`config.mk`:
```
export PLATFORM = sky130hd
export DESIGN_NAME = sps_page_stack
export DESIGN_NICKNAME = d
export VERILOG_FILES = /design/src/rtl/sps_pkg.sv /design/src/rtl/sps_page_stack.sv
export VERILOG_INCLUDE_DIRS = /design/src /design/src/rtl
export SDC_FILE = /design/constraint.sdc
export NUM_CORES = 1
export LEC_CHECK = 0
export CORE_AREA = 5 5 79 89
export DETAILED_ROUTE_END_ITERATION = 10
export DIE_AREA = 0 0 84 94
export DONT_BUFFER_PORTS = 1
export PLACE_DENSITY = 0.73
export SLEW_MARGIN = 10
export SYNTH_ARGS = -nofsm -noshare
export SYNTH_HDL_FRONTEND = slang
export SYNTH_SLANG_ARGS = --single-unit
```
`constraint.sdc`:
```
create_clock -name clk -period 2.4 [get_ports clk]
set_clock_uncertainty 0.1 [all_clocks]
set_input_delay 0.36 -clock clk [delete_from_list [all_inputs] [get_ports clk]]
set_output_delay 0.36 -clock clk [all_outputs]
set_load 0.01 [all_outputs]
```
`src/rtl/sps_map.svh`:
```
// Address map, field positions, reset values and page codes of the page stack.
`ifndef SPS_MAP_SVH
`define SPS_MAP_SVH
`define SPS_IDX_CTRL     8'h84
`define SPS_IDX_MIDDLE   8'h85
`define SPS_IDX_BOTTOM   8'h86
`define SPS_IDX_PAGE     8'hA7
`define SPS_AEN_BIT      0
`define SPS_RST_AEN      1'b1
`define SPS_RST_PAGE     8'h00
`define SPS_PAGE_LO      8'h00
`define SPS_PAGE_CAN     8'h0C
`define SPS_PAGE_CF      8'h0F
`define SPS_PORT0        8'h80
`define SPS_PORT1        8'h90
`define SPS_PORT2        8'hA0
`define SPS_PORT3        8'hB0
`endif

```
`src/rtl/sps_pkg.sv`:
```
// Types shared by the page stack and its users.
package sps_pkg;
  typedef struct packed {
    logic       valid;
    logic       direct;
    logic       bit_op;
    logic [7:0] addr;
  } sps_access_t;

  typedef struct packed {
    logic enter;
    logic is_can;
    logic ret;
  } sps_irq_t;

  typedef struct packed {
    logic       sfr_sel;
    logic       ram_sel;
    logic       all_pages;
    logic       page_valid;
    logic       bit_err;
    logic [7:0] page;
    logic [7:0] addr;
  } sps_decode_t;
endpackage : sps_pkg

```
`src/rtl/sps_page_stack.sv`:
```
// Paged register decoder with a three-level page stack and an AHB-Lite slave.
//
// Overview of operation
// - Direct accesses to 0x80..0xFF select register space, not data memory.
// - Addresses ending 0x0 or 0x8 allow bit access; others byte access only.
// - An 8-bit page selector picks which register an address decodes to.
// - Only pages 0x00, 0x0C and 0x0F carry registers.
// - The stack holds current page, middle and bottom bytes.
// - Interrupt entry shifts middle to bottom and current page to middle.
// - Entry then loads page 0x00, or 0x0C for the CAN controller.
// - Interrupt return moves middle back into the current page.
// - The same pop moves bottom to middle; empty bottom reads 0x00.
// - All three stack bytes are readable and writable by software.
// - Software writes change one entry only and never push or pop.
// - Automatic paging is enabled at reset until software clears it.
// - With paging disabled, entry and return leave page and stack alone.
// - Port registers decode on every page regardless of the selector.
// - Page selector reads the page in use; writes set it at once.
// - Control bit 0 is the enable, reset 1; bits 7..1 read zero.
//
// Added by the designer: the AHB-Lite register port and the register offsets.
`timescale 1ns/1ps
`include "sps_map.svh"

module sps_page_stack
  import sps_pkg::*;
(
  input  wire logic        clk,
  input  wire logic        sys_rst,
  input  wire sps_access_t core_acc,
  input  wire sps_irq_t    irq_evt,
  input  wire logic        hsel,
  input  wire logic [31:0] haddr,
  input  wire logic [1:0]  htrans,
  input  wire logic        hwrite,
  input  wire logic [2:0]  hsize,
  input  wire logic [31:0] hwdata,
  input  wire logic        hready,
  output logic             hreadyout,
  output logic             hresp,
  output logic [31:0]      hrdata,
  output sps_decode_t      decode,
  output logic [7:0]       current_page_select,
  output logic             auto_page_enable
);

  // ----------------------------------------------------------------
  // Decode functions
  // ----------------------------------------------------------------
  function automatic logic is_all_pages(input logic [7:0] a);
    is_all_pages = (a == `SPS_PORT0) || (a == `SPS_PORT1) ||
                   (a == `SPS_PORT2) || (a == `SPS_PORT3) ||
                   (a == `SPS_IDX_PAGE) || (a == `SPS_IDX_MIDDLE) ||
                   (a == `SPS_IDX_BOTTOM);
  endfunction : is_all_pages

  function automatic logic is_bit_addr(input logic [7:0] a);
    is_bit_addr = (a[2:0] == 3'h0);
  endfunction : is_bit_addr

  function automatic logic is_known_page(input logic [7:0] p);
    is_known_page = (p == `SPS_PAGE_LO) || (p == `SPS_PAGE_CAN) ||
                    (p == `SPS_PAGE_CF);
  endfunction : is_known_page

  // ----------------------------------------------------------------
  // Stack state
  // ----------------------------------------------------------------
  logic [7:0] page_stack_middle;
  logic [7:0] page_stack_bottom;

  // ----------------------------------------------------------------
  // Bus slave
  // ----------------------------------------------------------------
  logic       dp_valid;
  logic       dp_write;
  logic [7:0] dp_idx;

  wire        ap_take   = hsel & htrans[1] & hready;
  wire        ap_mapped = (haddr[31:10] == 22'h000000) &&
                          (haddr[1:0] == 2'h0);
  wire [7:0]  ap_idx    = haddr[9:2];
  wire [7:0]  wbyte     = hwdata[7:0];
  wire        dp_wr     = dp_valid & dp_write;
  wire        wr_ctrl   = dp_wr & (dp_idx == `SPS_IDX_CTRL);
  wire        wr_page   = dp_wr & (dp_idx == `SPS_IDX_PAGE);
  wire        wr_mid    = dp_wr & (dp_idx == `SPS_IDX_MIDDLE);
  wire        wr_bot    = dp_wr & (dp_idx == `SPS_IDX_BOTTOM);

  // ----------------------------------------------------------------
  // Push and pop
  // ----------------------------------------------------------------
  // Entry wins if both events coincide; the core never retires a
  // return in the cycle it takes a new vector.
  wire       push     = irq_evt.enter & auto_page_enable;
  wire       pop      = irq_evt.ret & ~irq_evt.enter & auto_page_enable;
  wire [7:0] irq_page = irq_evt.is_can ? `SPS_PAGE_CAN : `SPS_PAGE_LO;

  // Hardware stack motion overrides a software write in the same cycle.
  wire [7:0] next_page = push    ? irq_page          :
                         pop     ? page_stack_middle :
                         wr_page ? wbyte             :
                         current_page_select;
  wire [7:0] next_mid  = push    ? current_page_select :
                         pop     ? page_stack_bottom   :
                         wr_mid  ? wbyte               :
                         page_stack_middle;
  wire [7:0] next_bot  = push    ? page_stack_middle :
                         pop     ? `SPS_RST_PAGE     :
                         wr_bot  ? wbyte             :
                         page_stack_bottom;
  wire       next_aen  = wr_ctrl ? hwdata[`SPS_AEN_BIT] : auto_page_enable;

  // Read data is taken from the next values so that a read right after
  // a write sees the written byte with no wait state.
  wire [7:0] rd_byte = (ap_idx == `SPS_IDX_CTRL)   ? {7'h00, next_aen} :
                       (ap_idx == `SPS_IDX_PAGE)   ? next_page :
                       (ap_idx == `SPS_IDX_MIDDLE) ? next_mid  :
                       (ap_idx == `SPS_IDX_BOTTOM) ? next_bot  :
                       8'h00;
  wire        rd_take = ap_take & ~hwrite;
  wire [31:0] next_rd = ap_mapped ? {24'h000000, rd_byte} : 32'h0000_0000;

  // ----------------------------------------------------------------
  // Core access decode
  // ----------------------------------------------------------------
  wire acc_sfr = core_acc.valid & core_acc.direct & core_acc.addr[7];
  wire acc_all = acc_sfr & is_all_pages(core_acc.addr);

  sps_decode_t next_decode;
  assign next_decode.sfr_sel    = acc_sfr;
  assign next_decode.ram_sel    = core_acc.valid & ~acc_sfr;
  assign next_decode.all_pages  = acc_all;
  assign next_decode.page_valid = acc_all |
                                  (acc_sfr & is_known_page(current_page_select));
  assign next_decode.bit_err    = acc_sfr & core_acc.bit_op &
                                  ~is_bit_addr(core_acc.addr);
  assign next_decode.page       = current_page_select;
  assign next_decode.addr       = core_acc.addr;

  // ----------------------------------------------------------------
  // Registers
  // ----------------------------------------------------------------
  always_ff @(posedge clk)
  begin
    if (sys_rst)
    begin
      current_page_select <= `SPS_RST_PAGE;
      page_stack_middle   <= `SPS_RST_PAGE;
      page_stack_bottom   <= `SPS_RST_PAGE;
      auto_page_enable    <= `SPS_RST_AEN;
    end
    else
    begin
      current_page_select <= next_page;
      page_stack_middle   <= next_mid;
      page_stack_bottom   <= next_bot;
      auto_page_enable    <= next_aen;
    end
  end

  always_ff @(posedge clk)
  begin
    if (sys_rst)
    begin
      dp_valid  <= 1'b0;
      dp_write  <= 1'b0;
      dp_idx    <= 8'h00;
      hrdata    <= 32'h0000_0000;
      hreadyout <= 1'b1;
      hresp     <= 1'b0;
      decode    <= '0;
    end
    else
    begin
      dp_valid  <= ap_take & ap_mapped;
      dp_write  <= hwrite;
      dp_idx    <= ap_idx;
      hrdata    <= rd_take ? next_rd : 32'h0000_0000;
      hreadyout <= 1'b1;
      hresp     <= 1'b0;
      decode    <= next_decode;
    end
  end
endmodule : sps_page_stack

```
==> impl_metrics.ini <==
[status]
status = completed

[critical_path]
worst_setup_path_end_kind = flop
r2r_start = auto_page_enable
cp.depth = 4
crit_type = flop to flop
timing.rr.end = hrdata[4]
crit_chain = and3b_1 -> a21oi_1 -> a221o_1 -> a221oi_1
crit_fanout = 12
crit_family = compound AO/OA/AOI/OAI gates
reg2reg_depth = 4
arrival_ps = 2120
cp.buffers_inverters = 0
slowest_delay_ps = 560
cpMaxStageDelayCell = and3b_1
r2r_slack_ps = 410
cp-start-kind = flop
crit_required_ps = 2530

[power_and_ir_drop]
seqPwrFrac_pct = 52.9
total_power_w = 0.00213
clkPwrFrac_pct = 38.8
intPower_w = 0.00158
p_per_area_nw_per_um2 = 634
p_comb_share_pct = 8.3
p_sw_w = 0.000543
irDropWorstVdd_mv = 0.337
power.share.switching_pct = 25.5
power.leakage_nw = 1.26

[yosys]
synth_cells = 354
avgSynthCellArea_sq_um = 9.09
synth_area_sq_um = 3220
async_flop_share_pct = 0
synth_area_leaders = dfxtp_1 (40%), buf_4 (8.6%), a21oi_1 (5.9%)
ys_seq_area_share_pct = 39.8
synth_ff_type = dfxtp_1
synth_top_area_share_pct = 39.8
ys_warn_count = 0
synth_edf_count = 0
synth.distinct_cells = 53
synth_area_leader_cell = dfxtp_1
ys_ff_latch = 64

[detailed_routing]
drt-total-wl_microns = 8300
ant_nets = 0
viasPerCell = 5.98
drtIter0Drc = 277
drtPass1Iterations = 6
remaining_drc_errors = 0
wl_per_cell_microns = 19.1
via_count = 2595

[layout]
area_growth_syn_to_layout_pct = 4.16
layout_common_cells = dfxtp_1 (64), a21oi_1 (38), nor2_1 (28)
antenna_cells = 0
finalNetCount = 438
fillers = 562
drive_gt1_share_pct = 12.7
final_common_cell = dfxtp_1

[die]
rows = 30
coreArea_sq_um = 6010
die_x_microns = 84
die_area_sq_um = 7900
start_util_pct = 53.6
ios = 152
die_h_microns = 94

[global_route]
antenna_found_initial = 0
grt_pass1_wl_microns = 12800
globalRouteOverflowTotal = 0
grt_max_degree = 50
first_global_vias = 2489
grt_usage_pct = 20.5

[clock_tree]
numCtsBuffers = 9
cts_root_buf = clkbuf_8
clockBufferDepth = 2
path_clk_slew_ps = 70
cts_tree = done
h-tree-depth = 3
cts.sinks = 64
clk_latency_ps = 340

[sta]
timing.hold.ws_ps = 12.3
final.setup.tns_ps = 0
hold_violations = 0
max-slew-margin-rel_pct = 64.3
period_minus_slack_ps = 1990
tightest_slew_ps = 533
drv_slew = 0
post-route-period-util_pct = 82.9
rsz0062_at_grt = no
fmax_ghz = 0.502
setup_violations = 0

[min_path]
min_path_type = primary input to flop
whs_path_depth = 1
hold_end = decode[19]
hp-start = core_acc[7]

[placed_design]
io_buffers = 0
gp_congestion = 0.864
dp_hpwl_microns = 5620

[run]
cap_violations = 0
[stage by stage]
step / instances / util [%] / instance area, sq um / setup WS, ps
after floorplan: 378 / - / 3310 / 632
after global placement: 417 / 52.4 / 3150 / 345
after detailed placement: 417 / 52.4 / 3150 / 292
after CTS: 434 / 55.8 / 3350 / 412
after global routing: 434 / 55.8 / 3350 / 245
final: 434 / 55.8 / 3350 / 409
[synth_stat cells, drive strengths merged, types with 2 or more instances]
cell type	count
a21o	13
a21oi	38
a221o	7
a221oi	9
a22o	2
a22oi	6
a2bb2oi	6
a31oi	2
and2	2
and3	2
buf	43
clkbuf	9
conb	2
dfxtp	64
mux2	8
mux2i	16
nand2	22
nand2b	2
nand3	7
nand3b	2
nand4	2
nand4b	3
nor2	29
nor2b	27
nor3	2
nor4	6
nor4b	3
o21ai	3
o31ai	2
or2	2
[worst reg2reg max path: cells and delay by family (launching register included)]
| kind | cells | cell delay, ps |
|---|---|---|
| compound gates | 3 | 680 |
| flops | 1 | 540 |
| simple gates | 1 | 560 |
[area by class of cell]
type	instances	area, sq um	area share (%)
Timing Repair Buffer	13	125	3.73
Tap cell	80	100	2.99
Clock inverter	3	17.5	0.523
Sequential cell	64	1280	38.2
Clock buffer	12	155	4.63
Multi-Input combinational cell	261	1670	49.8
Inverter	1	3.75	0.112
[sequential cells by signal, indices dropped and copies added, names as in the netlist]
| name | cells |
|---|---|
| auto_page_enable | 1 |
| current_page_select | 8 |
| decode | 21 |
| dp_idx | 8 |
| dp_valid | 1 |
| dp_write | 1 |
| hrdata | 8 |
| page_stack_bottom | 8 |
| page_stack_middle | 8 |
[worst max-delay path by stage]
stage / startpoint / endpoint / slack (ps)
4_1_cts: dp_idx[5] / hrdata[7] / 410
3_3_place_gp: haddr[6] / hrdata[7] / 350
2_1_floorplan: dp_idx[5] / hrdata[4] / 630
5_1_grt: auto_page_enable / hrdata[4] / 250
3_5_place_dp: haddr[6] / hrdata[7] / 290
6_report: auto_page_enable / hrdata[4] / 410
[layer usage]
layer	vias up	global-route usage [%]	wire (microns)
met5	-	0	0
met4	0	9.79	157
met3	20	7.54	797
met2	138	32.1	3940
met1	1229	25.0	3400
li1	1208	-	-
[cells by family (layout without fill, tap and decap cells)]
family	Yosys count	after routing	synth area share, %
and+or+nand+nor	117	117	20.4
AOI/OAI and AO/OA	92	92	20.1
DFF	64	64	39.8
buffers and inverters	53	29	11.1
muxes	24	24	7.78
other	2	26	0.233
xor gates and xnor gates	2	2	0.545
[repair_timing]
action | CTS | global route
hold buffers | 2 | 0
gates resized for setup | 0 | 0
setup buffers | 0 | 0
endpoints found under the hold margin | 50 | 0
[power groups by stage]
stage               registers [W]  logic [W]  clock network (W)
finish                    0.00112   0.000176           0.000825
detailed placement        0.00115   0.000154                  0
floorplan                 0.00114   0.000177                  0
global placement          0.00115   0.000149                  0
CTS                       0.00112   0.000172           0.000839
global route              0.00113   0.000193           0.000889
Note: power is estimated with default switching activity, not from simulation.
